$ cat config.mk
export PLATFORM = sky130hd
export DESIGN_NAME = lbpwm_top
export DESIGN_NICKNAME = d
export VERILOG_FILES = /design/src/lbpwm_pkg.sv /design/src/lbpwm_top.sv
export SDC_FILE = /design/constraint.sdc
export NUM_CORES = 2
export LEC_CHECK = 0
export BUFFER_PORTS_ARGS = -buffer_cell sky130_fd_sc_hd__buf_2
export CAP_MARGIN = 20
export CORE_ASPECT_RATIO = 0.7
export CORE_MARGIN = 2
export CORE_UTILIZATION = 30
export DETAILED_ROUTE_END_ITERATION = 8
export GPL_TIMING_DRIVEN = 0
export PLACE_DENSITY = 0.44
export SLEW_MARGIN = 20
export SYNTH_ARGS = -nofsm -noshare
export SYNTH_HDL_FRONTEND = slang
export SYNTH_SLANG_ARGS = --single-unit
$ cat constraint.sdc
create_clock -name clk_in -period 43.8 [get_ports clk_in]
set_clock_uncertainty 0.05 [all_clocks]
set_input_delay 8.76 -clock clk_in [delete_from_list [all_inputs] [get_ports clk_in]]
set_output_delay 8.76 -clock clk_in [all_outputs]
set_load 0.05 [all_outputs]
$ cat src/lbpwm_pkg.sv
// Purpose: Constants for the LED bypass PWM engine.
// Assumes: 32-bit AXI4-Lite register access with byte addresses.
// Notes: Each register takes one aligned word; unused bits read as zero.
`default_nettype none
package lbpwm_pkg;
  // Widths.
  localparam int NUM_CH = 12;
  localparam int CNT_W = 10;
  localparam int ADDR_W = 8;
  // Register byte offsets.
  localparam logic [7:0] OFS_ON_BASE = 8'h00;
  localparam logic [7:0] OFS_OFF_BASE = 8'h40;
  localparam logic [7:0] OFS_ENABLE = 8'h80;
  localparam logic [7:0] OFS_DIVIDER = 8'h84;
  localparam logic [7:0] OFS_SYSTEM_CONFIG_REG = 8'h88;
  localparam logic [7:0] OFS_FAULT = 8'h8c;
  localparam logic [7:0] OFS_COUNTER = 8'h90;
  localparam logic [7:0] OFS_SYNC_CMD = 8'h94;
  localparam logic [7:0] OFS_COMMIT = 8'h98;
  // Divider fields: exponent [2:0], decimal count minus one [11:4].
  localparam int DIV_EXP_LSB = 0;
  localparam int DIV_EXP_W = 3;
  localparam int DIV_DEC_LSB = 4;
  localparam int DIV_DEC_W = 8;
  // Divider reset: 2^4 times (0 + 1) is 16.
  localparam logic [2:0] DIV_EXP_RST = 3'h4;
  localparam logic [7:0] DIV_DEC_RST = 8'h00;
  // Config and command bits.
  localparam int CFG_MASTER_BIT = 0;
  localparam int CMD_GO_BIT = 0;
  // Other reset values.
  localparam logic [11:0] ENABLE_RST = 12'h000;
  localparam logic [9:0] COUNT_RST = 10'h000;
  // Master sync pulse: counts 1023 and 0 to 510, 512 in all.
  localparam logic [9:0] CNT_LAST = 10'h3ff;
  localparam logic [9:0] SYNC_HI_END = 10'h1ff;
  // AXI response codes.
  localparam logic [1:0] RESP_OKAY = 2'h0;
  localparam logic [1:0] RESP_SLVERR = 2'h2;
endpackage
`default_nettype wire

$ cat src/lbpwm_top.sv
// Purpose: Twelve-channel PWM timing engine for LED bypass switches.
// Assumes: One 200 MHz clock; comparator and sync pins are asynchronous.
// Notes: Registers sit behind an AXI4-Lite slave.
// Summary of operation
// PWM clock: power-of-two prescaler then decimal divider.
// Reset divisor is sixteen.
// Counter resets to zero, advances on PWM ticks only.
// Master drives half-period high pulse just before wrap.
// Non-master: synced sync rise clears counter and divider.
// External sync driver holds high one clock or more.
// One sync driver; others keep master bit zero.
// All devices share clock and divider settings.
// Broadcast sync command clears counter and divider.
// Open-forced switch latches until next on-then-off cycle.
// Open detection sets the channel fault bit.
// Zero write clears a fault bit; persisting fault sets it again.
// No short-threshold crossing by cycle end sets that fault bit.
// Faults reach the register at turn-off match.
// Frame writes commit together on good check, else discarded.
// Any 10-bit count may be written any time.
// New turn-off count goes active at next turn-on match.
// New turn-on count goes active at next turn-off match.
// Equal counts: turn-off match wins.
// Equal counts keep the LED off until they differ.
// Counter counts 0 to 1023 and wraps.
// On match opens bypass switch; off match closes it.
// Compare enable gates match effects on the switch.
// Divisor is prescaler ratio times decimal count; reset together.
`timescale 1ns/1ps
`default_nettype none
module lbpwm_top
  import lbpwm_pkg::*;
(
  // Clock and reset.
  input wire logic clk_in,
  input wire logic resetn_in,
  // AXI4-Lite write address and data.
  input wire logic [lbpwm_pkg::ADDR_W-1:0] s_axi_awaddr_in,
  input wire logic s_axi_awvalid_in,
  output logic s_axi_awready_out,
  input wire logic [31:0] s_axi_wdata_in,
  input wire logic [3:0] s_axi_wstrb_in,
  input wire logic s_axi_wvalid_in,
  output logic s_axi_wready_out,
  // AXI4-Lite write response.
  output logic [1:0] s_axi_bresp_out,
  output logic s_axi_bvalid_out,
  input wire logic s_axi_bready_in,
  // AXI4-Lite read.
  input wire logic [lbpwm_pkg::ADDR_W-1:0] s_axi_araddr_in,
  input wire logic s_axi_arvalid_in,
  output logic s_axi_arready_out,
  output logic [31:0] s_axi_rdata_out,
  output logic [1:0] s_axi_rresp_out,
  output logic s_axi_rvalid_out,
  input wire logic s_axi_rready_in,
  // Phase alignment pin, split into its three signals.
  input wire logic sync_pin_in,
  output logic sync_pin_out,
  output logic sync_pin_oe_out,
  // Comparator flags and bypass switch drives, one bit per channel.
  input wire logic [lbpwm_pkg::NUM_CH-1:0] open_detect_in,
  input wire logic [lbpwm_pkg::NUM_CH-1:0] short_detect_in,
  output logic [lbpwm_pkg::NUM_CH-1:0] bypass_switch_out
);
  import lbpwm_pkg::*;

  // Top of the power-of-two prescaler for a given exponent.
  function automatic logic [7:0] presc_top(input logic [2:0] e);
    presc_top = 8'((9'h1 << e) - 9'h1);
  endfunction

  // Byte-lane merge of a write into an old word.
  function automatic logic [31:0] wmerge(input logic [31:0] old,
    input logic [31:0] d, input logic [3:0] s);
    for (int b = 0; b < 4; b++)
      wmerge[8*b +: 8] = s[b] ? d[8*b +: 8] : old[8*b +: 8];
  endfunction

  // True when an address falls in a channel bank at the given base.
  function automatic logic in_bank(input logic [7:0] a, input logic [7:0] base);
    in_bank = (a[7:6] == base[7:6]) && (a[5:2] < 4'(NUM_CH));
  endfunction

  // Reset release through two flip-flops.
  logic rst_meta_ff, rst_n_ff;
  always_ff @(posedge clk_in or negedge resetn_in)
  begin
    if (!resetn_in)
    begin
      rst_meta_ff <= 1'b0;
      rst_n_ff <= 1'b0;
    end
    else
    begin
      rst_meta_ff <= 1'b1;
      rst_n_ff <= rst_meta_ff;
    end
  end

  // Pin synchronizers; the first stage feeds only the second.
  logic sync_meta_ff, sync_s_ff, sync_d_ff;
  logic [NUM_CH-1:0] open_meta_ff, open_s_ff, short_meta_ff, short_s_ff;
  always_ff @(posedge clk_in or negedge rst_n_ff)
  begin
    if (!rst_n_ff)
    begin
      sync_meta_ff <= 1'b0;
      sync_s_ff <= 1'b0;
      sync_d_ff <= 1'b0;
      open_meta_ff <= '0;
      open_s_ff <= '0;
      short_meta_ff <= '0;
      short_s_ff <= '0;
    end
    else
    begin
      sync_meta_ff <= sync_pin_in;
      sync_s_ff <= sync_meta_ff;
      sync_d_ff <= sync_s_ff;
      open_meta_ff <= open_detect_in;
      open_s_ff <= open_meta_ff;
      short_meta_ff <= short_detect_in;
      short_s_ff <= short_meta_ff;
    end
  end

  // Software-visible control state.
  logic [2:0] div_exp_ff, nxt_div_exp;
  logic [7:0] div_dec_ff, nxt_div_dec;
  logic master_ff, nxt_master;
  logic [NUM_CH-1:0] enable_ff, nxt_enable;
  logic [NUM_CH-1:0] fault_ff, nxt_fault;
  logic [9:0] stage_on_ff [NUM_CH];
  logic [9:0] stage_off_ff [NUM_CH];
  logic [9:0] nxt_stage_on [NUM_CH];
  logic [9:0] nxt_stage_off [NUM_CH];
  logic [NUM_CH-1:0] dirty_on_ff, dirty_off_ff, nxt_dirty_on, nxt_dirty_off;
  logic commit_go, sync_cmd, fault_wr;
  logic [NUM_CH-1:0] fault_keep, fault_set;

  // Bus slave state.
  logic aw_have_ff, w_have_ff, nxt_aw_have, nxt_w_have;
  logic [7:0] awaddr_ff, nxt_awaddr;
  logic [31:0] wdata_ff, nxt_wdata;
  logic [3:0] wstrb_ff, nxt_wstrb;
  logic awready_ff, wready_ff, bvalid_ff, arready_ff, rvalid_ff;
  logic nxt_awready, nxt_wready, nxt_bvalid, nxt_arready, nxt_rvalid;
  logic [1:0] bresp_ff, nxt_bresp, rresp_ff, nxt_rresp;
  logic [31:0] rdata_ff, nxt_rdata;
  logic do_wr;

  // Timing state.
  logic [7:0] presc_ff, nxt_presc, dec_ff, nxt_dec;
  logic [9:0] pcnt_ff, nxt_pcnt;
  logic step_ff, nxt_step, sync_out_ff, nxt_sync_out, sync_clr;

  // Channel state.
  logic [9:0] act_on_ff [NUM_CH];
  logic [9:0] act_off_ff [NUM_CH];
  logic [9:0] shd_on_ff [NUM_CH];
  logic [9:0] shd_off_ff [NUM_CH];
  logic [9:0] nxt_act_on [NUM_CH];
  logic [9:0] nxt_act_off [NUM_CH];
  logic [9:0] nxt_shd_on [NUM_CH];
  logic [9:0] nxt_shd_off [NUM_CH];
  logic [NUM_CH-1:0] pend_on_ff, pend_off_ff, nxt_pend_on, nxt_pend_off;
  logic [NUM_CH-1:0] led_ff, latch_ff, saw_on_ff, open_pend_ff;
  logic [NUM_CH-1:0] cyc_on_ff, short_ok_ff, bypass_ff;
  logic [NUM_CH-1:0] nxt_led, nxt_latch, nxt_saw_on, nxt_open_pend;
  logic [NUM_CH-1:0] nxt_cyc_on, nxt_short_ok, nxt_bypass;

  // Bus handshakes; address and data taken in either order.
  always_comb
  begin
    nxt_aw_have = aw_have_ff;
    nxt_w_have = w_have_ff;
    nxt_awaddr = awaddr_ff;
    nxt_wdata = wdata_ff;
    nxt_wstrb = wstrb_ff;
    nxt_bvalid = bvalid_ff && !s_axi_bready_in;
    nxt_bresp = bresp_ff;
    do_wr = aw_have_ff && w_have_ff && !bvalid_ff;
    if (s_axi_awvalid_in && awready_ff)
    begin
      nxt_aw_have = 1'b1;
      nxt_awaddr = s_axi_awaddr_in;
    end
    if (s_axi_wvalid_in && wready_ff)
    begin
      nxt_w_have = 1'b1;
      nxt_wdata = s_axi_wdata_in;
      nxt_wstrb = s_axi_wstrb_in;
    end
    if (do_wr)
    begin
      nxt_aw_have = 1'b0;
      nxt_w_have = 1'b0;
      nxt_bvalid = 1'b1;
      nxt_bresp = RESP_OKAY;
      if (!(in_bank(awaddr_ff, OFS_ON_BASE) ||
          in_bank(awaddr_ff, OFS_OFF_BASE) || awaddr_ff == OFS_ENABLE ||
          awaddr_ff == OFS_DIVIDER || awaddr_ff == OFS_SYSTEM_CONFIG_REG ||
          awaddr_ff == OFS_FAULT || awaddr_ff == OFS_COUNTER ||
          awaddr_ff == OFS_SYNC_CMD || awaddr_ff == OFS_COMMIT))
        nxt_bresp = RESP_SLVERR;
    end
    nxt_awready = !nxt_aw_have && !nxt_bvalid;
    nxt_wready = !nxt_w_have && !nxt_bvalid;
    nxt_rvalid = rvalid_ff && !s_axi_rready_in;
    nxt_rdata = rdata_ff;
    nxt_rresp = rresp_ff;
    if (s_axi_arvalid_in && arready_ff)
    begin
      nxt_rvalid = 1'b1;
      nxt_rresp = RESP_OKAY;
      nxt_rdata = 32'h0000_0000;
      if (in_bank(s_axi_araddr_in, OFS_ON_BASE))
        nxt_rdata[9:0] = act_on_ff[s_axi_araddr_in[5:2]];
      else if (in_bank(s_axi_araddr_in, OFS_OFF_BASE))
        nxt_rdata[9:0] = act_off_ff[s_axi_araddr_in[5:2]];
      else if (s_axi_araddr_in == OFS_ENABLE)
        nxt_rdata[NUM_CH-1:0] = enable_ff;
      else if (s_axi_araddr_in == OFS_DIVIDER)
      begin
        nxt_rdata[DIV_EXP_LSB +: DIV_EXP_W] = div_exp_ff;
        nxt_rdata[DIV_DEC_LSB +: DIV_DEC_W] = div_dec_ff;
      end
      else if (s_axi_araddr_in == OFS_SYSTEM_CONFIG_REG)
        nxt_rdata[CFG_MASTER_BIT] = master_ff;
      else if (s_axi_araddr_in == OFS_FAULT)
        nxt_rdata[NUM_CH-1:0] = fault_ff;
      else if (s_axi_araddr_in == OFS_COUNTER)
        nxt_rdata[9:0] = pcnt_ff;
      else if (s_axi_araddr_in != OFS_SYNC_CMD &&
               s_axi_araddr_in != OFS_COMMIT)
        nxt_rresp = RESP_SLVERR;
    end
    nxt_arready = !nxt_rvalid;
  end

  // Register writes; count writes land in staging until a commit.
  always_comb
  begin
    logic [31:0] w;
    w = 32'h0000_0000;
    nxt_div_exp = div_exp_ff;
    nxt_div_dec = div_dec_ff;
    nxt_master = master_ff;
    nxt_enable = enable_ff;
    nxt_dirty_on = dirty_on_ff;
    nxt_dirty_off = dirty_off_ff;
    nxt_stage_on = stage_on_ff;
    nxt_stage_off = stage_off_ff;
    commit_go = 1'b0;
    sync_cmd = 1'b0;
    fault_wr = 1'b0;
    fault_keep = '1;
    if (do_wr)
    begin
      if (in_bank(awaddr_ff, OFS_ON_BASE))
      begin
        w = wmerge({22'h0, stage_on_ff[awaddr_ff[5:2]]}, wdata_ff, wstrb_ff);
        nxt_stage_on[awaddr_ff[5:2]] = w[9:0];
        nxt_dirty_on[awaddr_ff[5:2]] = 1'b1;
      end
      else if (in_bank(awaddr_ff, OFS_OFF_BASE))
      begin
        w = wmerge({22'h0, stage_off_ff[awaddr_ff[5:2]]}, wdata_ff, wstrb_ff);
        nxt_stage_off[awaddr_ff[5:2]] = w[9:0];
        nxt_dirty_off[awaddr_ff[5:2]] = 1'b1;
      end
      else if (awaddr_ff == OFS_ENABLE)
      begin
        w = wmerge({20'h0, enable_ff}, wdata_ff, wstrb_ff);
        nxt_enable = w[NUM_CH-1:0];
      end
      else if (awaddr_ff == OFS_DIVIDER)
      begin
        w = wmerge({20'h0, div_dec_ff, 1'b0, div_exp_ff}, wdata_ff, wstrb_ff);
        nxt_div_exp = w[DIV_EXP_LSB +: DIV_EXP_W];
        nxt_div_dec = w[DIV_DEC_LSB +: DIV_DEC_W];
      end
      else if (awaddr_ff == OFS_SYSTEM_CONFIG_REG)
      begin
        w = wmerge({31'h0, master_ff}, wdata_ff, wstrb_ff);
        nxt_master = w[CFG_MASTER_BIT];
      end
      else if (awaddr_ff == OFS_FAULT)
      begin
        w = wmerge({20'h0, fault_ff}, wdata_ff, wstrb_ff);
        fault_wr = 1'b1;
        fault_keep = w[NUM_CH-1:0];
      end
      else if (awaddr_ff == OFS_SYNC_CMD)
        sync_cmd = wdata_ff[CMD_GO_BIT] && wstrb_ff[0];
      else if (awaddr_ff == OFS_COMMIT)
      begin
        // Bit 0 carries the frame check result: 1 commits, 0 discards.
        commit_go = wdata_ff[CMD_GO_BIT] && wstrb_ff[0];
        nxt_dirty_on = '0;
        nxt_dirty_off = '0;
      end
    end
    // Set wins over a software clear in the same cycle.
    nxt_fault = (fault_wr ? (fault_ff & fault_keep) : fault_ff) | fault_set;
  end

  // Divider and period counter; divisor is 2^exp times (dec + 1).
  always_comb
  begin
    sync_clr = (!master_ff && sync_s_ff && !sync_d_ff) || sync_cmd;
    nxt_presc = presc_ff;
    nxt_dec = dec_ff;
    nxt_pcnt = pcnt_ff;
    nxt_step = 1'b0;
    if (sync_clr)
    begin
      nxt_presc = 8'h00;
      nxt_dec = 8'h00;
      nxt_pcnt = COUNT_RST;
      nxt_step = 1'b1;
    end
    else if (presc_ff >= presc_top(div_exp_ff))
    begin
      nxt_presc = 8'h00;
      if (dec_ff >= div_dec_ff)
      begin
        nxt_dec = 8'h00;
        nxt_pcnt = pcnt_ff + 10'h001;
        nxt_step = 1'b1;
      end
      else
        nxt_dec = dec_ff + 8'h01;
    end
    else
      nxt_presc = presc_ff + 8'h01;
    // Master pulse: count 1023 and counts 0 to 510.
    nxt_sync_out = master_ff &&
      (pcnt_ff == CNT_LAST || pcnt_ff < SYNC_HI_END);
  end

  // Per-channel compare, shadow transfer, open latch and fault capture.
  always_comb
  begin
    logic on_hit, off_hit, open_ev;
    on_hit = 1'b0;
    off_hit = 1'b0;
    open_ev = 1'b0;
    nxt_act_on = act_on_ff;
    nxt_act_off = act_off_ff;
    nxt_shd_on = shd_on_ff;
    nxt_shd_off = shd_off_ff;
    nxt_pend_on = pend_on_ff;
    nxt_pend_off = pend_off_ff;
    nxt_led = led_ff;
    nxt_latch = latch_ff;
    nxt_saw_on = saw_on_ff;
    nxt_open_pend = open_pend_ff;
    nxt_cyc_on = cyc_on_ff;
    nxt_short_ok = short_ok_ff;
    fault_set = '0;
    for (int i = 0; i < NUM_CH; i++)
    begin
      on_hit = step_ff && (pcnt_ff == act_on_ff[i]);
      off_hit = step_ff && (pcnt_ff == act_off_ff[i]);
      open_ev = open_s_ff[i] && led_ff[i];
      // Shadow loads: a fresh commit replaces any older pending value.
      if (commit_go && dirty_on_ff[i])
      begin
        nxt_shd_on[i] = stage_on_ff[i];
        nxt_pend_on[i] = 1'b1;
      end
      else if (off_hit && pend_on_ff[i])
      begin
        nxt_act_on[i] = shd_on_ff[i];
        nxt_pend_on[i] = 1'b0;
      end
      if (commit_go && dirty_off_ff[i])
      begin
        nxt_shd_off[i] = stage_off_ff[i];
        nxt_pend_off[i] = 1'b1;
      end
      else if (on_hit && pend_off_ff[i])
      begin
        nxt_act_off[i] = shd_off_ff[i];
        nxt_pend_off[i] = 1'b0;
      end
      // Turn-off match is tested first so equal counts hold the LED off.
      if (!enable_ff[i])
        nxt_led[i] = 1'b0;
      else if (off_hit)
        nxt_led[i] = 1'b0;
      else if (on_hit)
        nxt_led[i] = 1'b1;
      // Open latch releases after a later on match then off match.
      if (open_ev)
      begin
        nxt_latch[i] = 1'b1;
        nxt_saw_on[i] = 1'b0;
      end
      else if (latch_ff[i])
      begin
        if (on_hit && enable_ff[i])
          nxt_saw_on[i] = 1'b1;
        if (off_hit && saw_on_ff[i])
        begin
          nxt_latch[i] = 1'b0;
          nxt_saw_on[i] = 1'b0;
        end
      end
      if (open_ev)
        nxt_open_pend[i] = 1'b1;
      if (led_ff[i] && !latch_ff[i])
        nxt_cyc_on[i] = 1'b1;
      if (short_s_ff[i] && led_ff[i] && !latch_ff[i])
        nxt_short_ok[i] = 1'b1;
      // Faults reach the register at the turn-off match.
      if (off_hit)
      begin
        fault_set[i] = open_pend_ff[i] || open_ev ||
          (cyc_on_ff[i] && !short_ok_ff[i]);
        nxt_open_pend[i] = 1'b0;
        nxt_cyc_on[i] = 1'b0;
        nxt_short_ok[i] = 1'b0;
      end
    end
    // Switch closed means LED dark; the latch forces it closed.
    nxt_bypass = ~nxt_led | nxt_latch;
  end

  // Register every group of state.
  always_ff @(posedge clk_in or negedge rst_n_ff)
  begin
    if (!rst_n_ff)
    begin
      aw_have_ff <= 1'b0;
      w_have_ff <= 1'b0;
      awaddr_ff <= 8'h00;
      wdata_ff <= 32'h0000_0000;
      wstrb_ff <= 4'h0;
      awready_ff <= 1'b0;
      wready_ff <= 1'b0;
      bvalid_ff <= 1'b0;
      bresp_ff <= RESP_OKAY;
      arready_ff <= 1'b0;
      rvalid_ff <= 1'b0;
      rresp_ff <= RESP_OKAY;
      rdata_ff <= 32'h0000_0000;
      div_exp_ff <= DIV_EXP_RST;
      div_dec_ff <= DIV_DEC_RST;
      master_ff <= 1'b0;
      enable_ff <= ENABLE_RST;
      fault_ff <= '0;
      dirty_on_ff <= '0;
      dirty_off_ff <= '0;
      presc_ff <= 8'h00;
      dec_ff <= 8'h00;
      pcnt_ff <= COUNT_RST;
      step_ff <= 1'b0;
      sync_out_ff <= 1'b0;
      pend_on_ff <= '0;
      pend_off_ff <= '0;
      led_ff <= '0;
      latch_ff <= '0;
      saw_on_ff <= '0;
      open_pend_ff <= '0;
      cyc_on_ff <= '0;
      short_ok_ff <= '0;
      bypass_ff <= '1;
      for (int i = 0; i < NUM_CH; i++)
      begin
        stage_on_ff[i] <= COUNT_RST;
        stage_off_ff[i] <= COUNT_RST;
        act_on_ff[i] <= COUNT_RST;
        act_off_ff[i] <= COUNT_RST;
        shd_on_ff[i] <= COUNT_RST;
        shd_off_ff[i] <= COUNT_RST;
      end
    end
    else
    begin
      aw_have_ff <= nxt_aw_have;
      w_have_ff <= nxt_w_have;
      awaddr_ff <= nxt_awaddr;
      wdata_ff <= nxt_wdata;
      wstrb_ff <= nxt_wstrb;
      awready_ff <= nxt_awready;
      wready_ff <= nxt_wready;
      bvalid_ff <= nxt_bvalid;
      bresp_ff <= nxt_bresp;
      arready_ff <= nxt_arready;
      rvalid_ff <= nxt_rvalid;
      rresp_ff <= nxt_rresp;
      rdata_ff <= nxt_rdata;
      div_exp_ff <= nxt_div_exp;
      div_dec_ff <= nxt_div_dec;
      master_ff <= nxt_master;
      enable_ff <= nxt_enable;
      fault_ff <= nxt_fault;
      dirty_on_ff <= nxt_dirty_on;
      dirty_off_ff <= nxt_dirty_off;
      stage_on_ff <= nxt_stage_on;
      stage_off_ff <= nxt_stage_off;
      presc_ff <= nxt_presc;
      dec_ff <= nxt_dec;
      pcnt_ff <= nxt_pcnt;
      step_ff <= nxt_step;
      sync_out_ff <= nxt_sync_out;
      act_on_ff <= nxt_act_on;
      act_off_ff <= nxt_act_off;
      shd_on_ff <= nxt_shd_on;
      shd_off_ff <= nxt_shd_off;
      pend_on_ff <= nxt_pend_on;
      pend_off_ff <= nxt_pend_off;
      led_ff <= nxt_led;
      latch_ff <= nxt_latch;
      saw_on_ff <= nxt_saw_on;
      open_pend_ff <= nxt_open_pend;
      cyc_on_ff <= nxt_cyc_on;
      short_ok_ff <= nxt_short_ok;
      bypass_ff <= nxt_bypass;
    end
  end

  // Outputs straight from flip-flops.
  assign s_axi_awready_out = awready_ff;
  assign s_axi_wready_out = wready_ff;
  assign s_axi_bvalid_out = bvalid_ff;
  assign s_axi_bresp_out = bresp_ff;
  assign s_axi_arready_out = arready_ff;
  assign s_axi_rvalid_out = rvalid_ff;
  assign s_axi_rresp_out = rresp_ff;
  assign s_axi_rdata_out = rdata_ff;
  assign sync_pin_out = sync_out_ff;
  assign sync_pin_oe_out = master_ff;
  assign bypass_switch_out = bypass_ff;
endmodule // lbpwm_top
`default_nettype wire

**Word level (Yosys, flattened, before mapping)**

Cells that the tools add are included.

- Register bits: 1014
- Input port bits: 84
- Output and inout bits: 55
- Word-level logic and storage cells: 1021

- $add $sub $neg: 4
- Magnitude comparators: 10
- Eq/ne operators: 52
- Shift operators: 1
- Mux-type cells: 356
- Bitwise gates (word level): 36
- Reductions and logical operators: 379

Operators by type and width:

| kind | number |
|---|---|
| $mux W1 | 288 |
| $bwmux W120 | 2 |
| $eq A10 B10 Y1 | 24 |
| $mux W12 | 18 |
| $logic_and A1 B1 Y1 | 176 |
| $bmux W10 S4 | 4 |
| $mux W10 | 16 |
| $reduce_bool A2 Y1 | 76 |
| $eq A8 B8 Y1 const B | 12 |
| $reduce_and A2 Y1 | 38 |
| $mux W8 | 9 |
| $or A12 B12 Y12 | 4 |
| $demux W10 S4 | 1 |
| $reduce_bool A3 Y1 | 12 |
| $logic_or A1 B1 Y1 | 34 |
| $logic_not A1 Y1 | 33 |
| $mux W2 | 14 |
| $not A1 Y1 | 28 |
| $ne A2 B2 Y1 const B | 11 |
| $add A8 B1 Y8 const B | 2 |
| $ge A8 B8 Y1 | 2 |
| $ne A8 B8 Y1 const B | 2 |
| $reduce_and A8 Y1 | 2 |
| $and A12 B12 Y12 | 1 |
| other kinds (22) | 29 |

**Depth between registers and ports, before layout**

- Depth in word-level cells: 13
- Depth in mapped cells: 15
- Mapped depth without buffers: 13

**Least setup slack after synthesis**

OpenSTA, ideal clock, no wires.

- Kind: input to register
- From: input s_axi_araddr_in[6] (netlist bit)
- To: register rdata_ff[0] (netlist: s_axi_rdata_out[0])
- Library setup time: 121 ps
- Arrival time: 10571 ps
- Required time: 43629 ps
- Slack: 33058 ps
- Cell stages on the path: 9
- Buffers on the path: 3
- Cells stage by stage: clkbuf_1 > nand2b_1 > or4_1 > clkbuf_1 > or3_1 > clkbuf_1 > o2111ai_1 > o311ai_0 > a22o_1

- Longest elaborated chain between the ends: 8
- Elaborated cells between the ends (all ways): 16
- Classes of those cells: eq/ne (6); mux (7); reduce/logical (3)

RTL lines:

| item | RTL line | RTL |
|---|---|---|
| start, declared | lbpwm_top.sv:50 | `input wire logic [lbpwm_pkg::ADDR_W-1:0] s_axi_araddr_in,` |
| $eq A8 B8 Y1 | lbpwm_top.sv:233 | `else if (s_axi_araddr_in == OFS_COUNTER)` |
| $mux W10 | lbpwm_top.sv:233 |  |
| $mux W10 | lbpwm_top.sv:231 | `else if (s_axi_araddr_in == OFS_FAULT)` |
| $mux W1 | lbpwm_top.sv:229 | `else if (s_axi_araddr_in == OFS_SYSTEM_CONFIG_REG)` |
| $mux W3 | lbpwm_top.sv:224 | `else if (s_axi_araddr_in == OFS_DIVIDER)` |
| $mux W12 | lbpwm_top.sv:222 | `else if (s_axi_araddr_in == OFS_ENABLE)` |
| $mux W10 | lbpwm_top.sv:220 | `else if (in_bank(s_axi_araddr_in, OFS_OFF_BASE))` |
| $mux W10 (*) | lbpwm_top.sv:218 | `if (in_bank(s_axi_araddr_in, OFS_ON_BASE))` |
| end signal, assigned | lbpwm_top.sv:495 | `rdata_ff <= nxt_rdata;` |
| end, declared | lbpwm_top.sv:150 | `logic [31:0] rdata_ff, nxt_rdata;` |

Mark *: on every way between the ends. The rest lies on a longest branch, timed or not.
A chain may end at the register's enable or synchronous reset.

**Final worst setup path**

- From: input s_axi_araddr_in[3] (netlist bit)
- To: register rdata_ff[1] (netlist: s_axi_rdata_out[1])

- Longest elaborated chain between the ends: 8
- Elaborated cells between the ends (all ways): 22
- Classes of those cells: order compare (1); eq/ne (5); mux (13); bitwise (1); reduce/logical (2)

RTL lines:

| item | RTL line |
|---|---|
| $eq A8 B8 Y1 | lbpwm_top.sv:233 |
| $mux W10 | lbpwm_top.sv:233 |
| $mux W10 | lbpwm_top.sv:231 |
| $mux W11 | lbpwm_top.sv:229 |
| $mux W3 | lbpwm_top.sv:224 |
| $mux W12 | lbpwm_top.sv:222 |
| $mux W10 | lbpwm_top.sv:220 |
| $mux W10 (*) | lbpwm_top.sv:218 |

Mark *: on every way between the ends. The rest lies on a longest branch, timed or not. The select of a mux whose other input is x is not followed.

==> results.yml <==
synth:
  synth-compound-area-share: 0.03674
  synth_flop_cell: "dfrtp_1"
  synth_seq_cells: 1012
  async_flop_share: 1.000
  avgSynthCellArea_um2: 14.09
  synth_mux_area_frac: 0.2694
  yosys.area_share.simple: 0.06748
  synth_area_um2: 46650
  synth_cell_type_count: 77
  synth-edff-count: 0
  synthAdderAreaFrac: 0.005364
  synthesis.instances: 3310
  synthXorXnorAreaFrac: 0.04731
  synth_top_family_by_area: "multiplexers"
  yosysWarnings: 0
  yosysSeqAreaShare: 0.5432
clock_network:
  clk_latency_ns: 0.74
  cts_max_level: 3
  cts_buffer_depth: 3
  clk_pin_slew_ns: 0.06
  cts_setup_buffers: 0
  ctsHoldBuffers: 0
  cts_buffers: 106
  cts_resized: 0
  clock_sinks: 1012
  root_buffer: "clkbuf_16"
  cts_tree: "yes"
placed_design:
  port_buffers: 92
  hpwlAfterDp_um: 128200
  place.gp.congestion: 0.9352
  post_dp_cell_area_um2: 50620
floorplanning:
  core_area_um2: 154900
  die_h_um: 333.9
  ioPinCount: 139
  die_x_um: 475.3
  start_util: 0.3012
  die-area_um2: 158700
  rows: 121
finish:
  syn2layout_area_growth_pct: 16.37
  mostFrequentLayoutCells: "dfrtp_1 (998), mux2_2 (557), xnor2_1 (245)"
  fill_cells: 15219
  final_common_cell: "dfrtp_1"
  utilization: 0.3505
  drive_above_1_share: 0.3791
  final_cell_area_um2: 54290
  nets: 3672
critical_path:
  cp.arrival_ns: 12.86
  crit_path_max_fanout: 10
  required_ns: 44.36
  critPathKind: "input port to flip-flop"
  critPathLaunchType: "input port"
  worst_setup_path_end_kind: "flip-flop"
grt:
  grt_pass1_wl_um: 238000
  grt_max_degree: 56
  grt_antenna_before_repair: 18
  grt-ovfl-total: 0
  gr-usage-all-layers: 0.2146
  first_global_vias: 28813
sta:
  setup_viol: 0
  slew_viol_final: 0
  fin_crit_sh: 0.2809
  worst_slew_pin_slew_ns: 1.342
  slew-limit-headroom: 0.1056
  timing.fmax_mhz: 81.27
  rsz0062_at_grt: "no"
  hold_violations: 0
  fin_crit_ns: 12.30
  tns_ns: 0
route:
  drc_errors: 0
  routed_wl_um: 170200
  drt_iter0_markers: 2862
  vias: 29201
  vias_per_cell: 5.074
  postRouteAntennaNets: 0
  first_pass_iters: 6
  avgRoutedWirePerCell_um: 29.57
hold_path:
  min_path_type: "flip-flop to async pin"
power_and_ir_drop:
  ir_drop_mv: 0.02777
  power_mw: 2.784
  cellLeakagePower_nw: 25.32
  power.density_nw_per_um2: 51.29
flow_run:
  drv_cap: 0
run_status:
  status: "complete, no violations"
-- through the flow --
stage	hold WS [ns]	setup WS (ns)	instances
2_1_floorplan	0.2812	13.48	3332
3_3_place_gp	0.2845	-1.180	5515
3_5_place_dp	0.2226	30.94	5549
4_1_cts	0.2328	31.73	5745
5_1_grt	0.2578	31.71	5747
6_report	0.2114	31.50	5755
-- state kept, by name, indices dropped and copies added, names as in the netlist, 120 cells and up --
name / cells
stage_on_ff: 120
shd_off_ff: 120
act_on_ff: 120
act_off_ff: 120
stage_off_ff: 120
shd_on_ff: 120
-- area by class of cell --
cell class              instances  area, µm²  area share
well taps                    2091       2616     0.04819
inverters                      89      334.1    0.006154
plain buffers                 189       1086     0.02001
diodes                          8      20.02   0.0003688
multi-input cells            2042      20130      0.3707
flip-flops and latches       1012      25340      0.4669
clock buffers                 157       3167     0.05833
repair buffers                128       1160     0.02137
clock inverters                39      432.9    0.007975
-- power breakdown --
part | switching [mW] | total (mW) | leakage (nW) | internal (mW)
registers | 0.109 | 1.14 | 13.7 | 1.03
logic | 0.470 | 0.696 | 9.79 | 0.226
clock network | 0.402 | 0.949 | 1.79 | 0.547
-- final timing paths --
kind / startpoint / end / slack (ns) / cells past startpoint
hold / removal: rst_n_ff$_DFF_PN0_ / open_meta_ff[3]$_DFF_PN0_ / 0.21 / 0
setup / recovery: s_axi_araddr_in[3] / s_axi_rdata_out[1]$_DFFE_PN0P_ / 31.50 / 8
setup reg to reg: div_exp_ff[0]$_DFFE_PN0P_ / pcnt_ff[7]$_DFFE_PN0P_ / 39.31 / 13
min in group clk_in: short_meta_ff[9]$_DFF_PN0_ / short_s_ff[9]$_DFF_PN0_ / 0.30 / 0
hold reg to reg: rst_n_ff$_DFF_PN0_ / open_meta_ff[3]$_DFF_PN0_ / 0.21 / 0
max in group asynchronous: resetn_in / rst_n_ff$_DFF_PN0_ / 35.84 / 1
-- layer usage --
| metal | GRT usage | vias to the layer above | part of all wire |
|---|---|---|---|
| met5 | 0 | - | 0.00021 |
| met4 | 0.04938 | 6 | 0.024 |
| met3 | 0.04195 | 204 | 0.068 |
| met2 | 0.2880 | 963 | 0.40 |
| met1 | 0.3460 | 15653 | 0.51 |
| li1 | - | 12375 | - |
-- cells in the mapped netlist, types with 14 or more instances --
library cell    n  area share
nand2_4        20      0.0048
nand2_1       122      0.0098
ha_1           20      0.0054
mux4_2        120       0.058
o211ai_1       18      0.0029
clkbuf_1       81      0.0065
inv_1          89      0.0072
mux2_2        557        0.13
nand3_4        20      0.0075
buf_4          30      0.0048
xnor2_1       245       0.046
a21oi_1        82      0.0088
nor3_1         22      0.0024
buf_6          24      0.0058
dfrtp_1       999        0.54
nand3_1        42      0.0045
nor3b_1        15      0.0024
nor2_1        135       0.011
o21ai_0        88      0.0094
nand2b_1       26      0.0035
o221ai_1       20      0.0038
mux2i_1        44      0.0094
nor2b_1        17      0.0023
mux2_4        210       0.068
buf_1          14      0.0011
buf_2          38      0.0041
nand4_1        51      0.0068
-- kinds of logic after synthesis --
logic type | Yosys count
adders and majority gates | 20
and+or+nand+nor | 541
AOI/OAI and AO/OA | 274
other | 2
DFF | 1012
muxes | 931
buffers and inverters | 278
xor gates and xnor gates | 252
-- worst max-delay path: stages --
cell and delay (ns):
buf_2 0.27, clkbuf_1 0.81, clkbuf_1 1.00, buf_2 0.64
mux2i_1 0.80, nor4_1 0.16, a311oi_1 0.26, a21oi_1 0.11
Power figures use the tool's default switching activity.
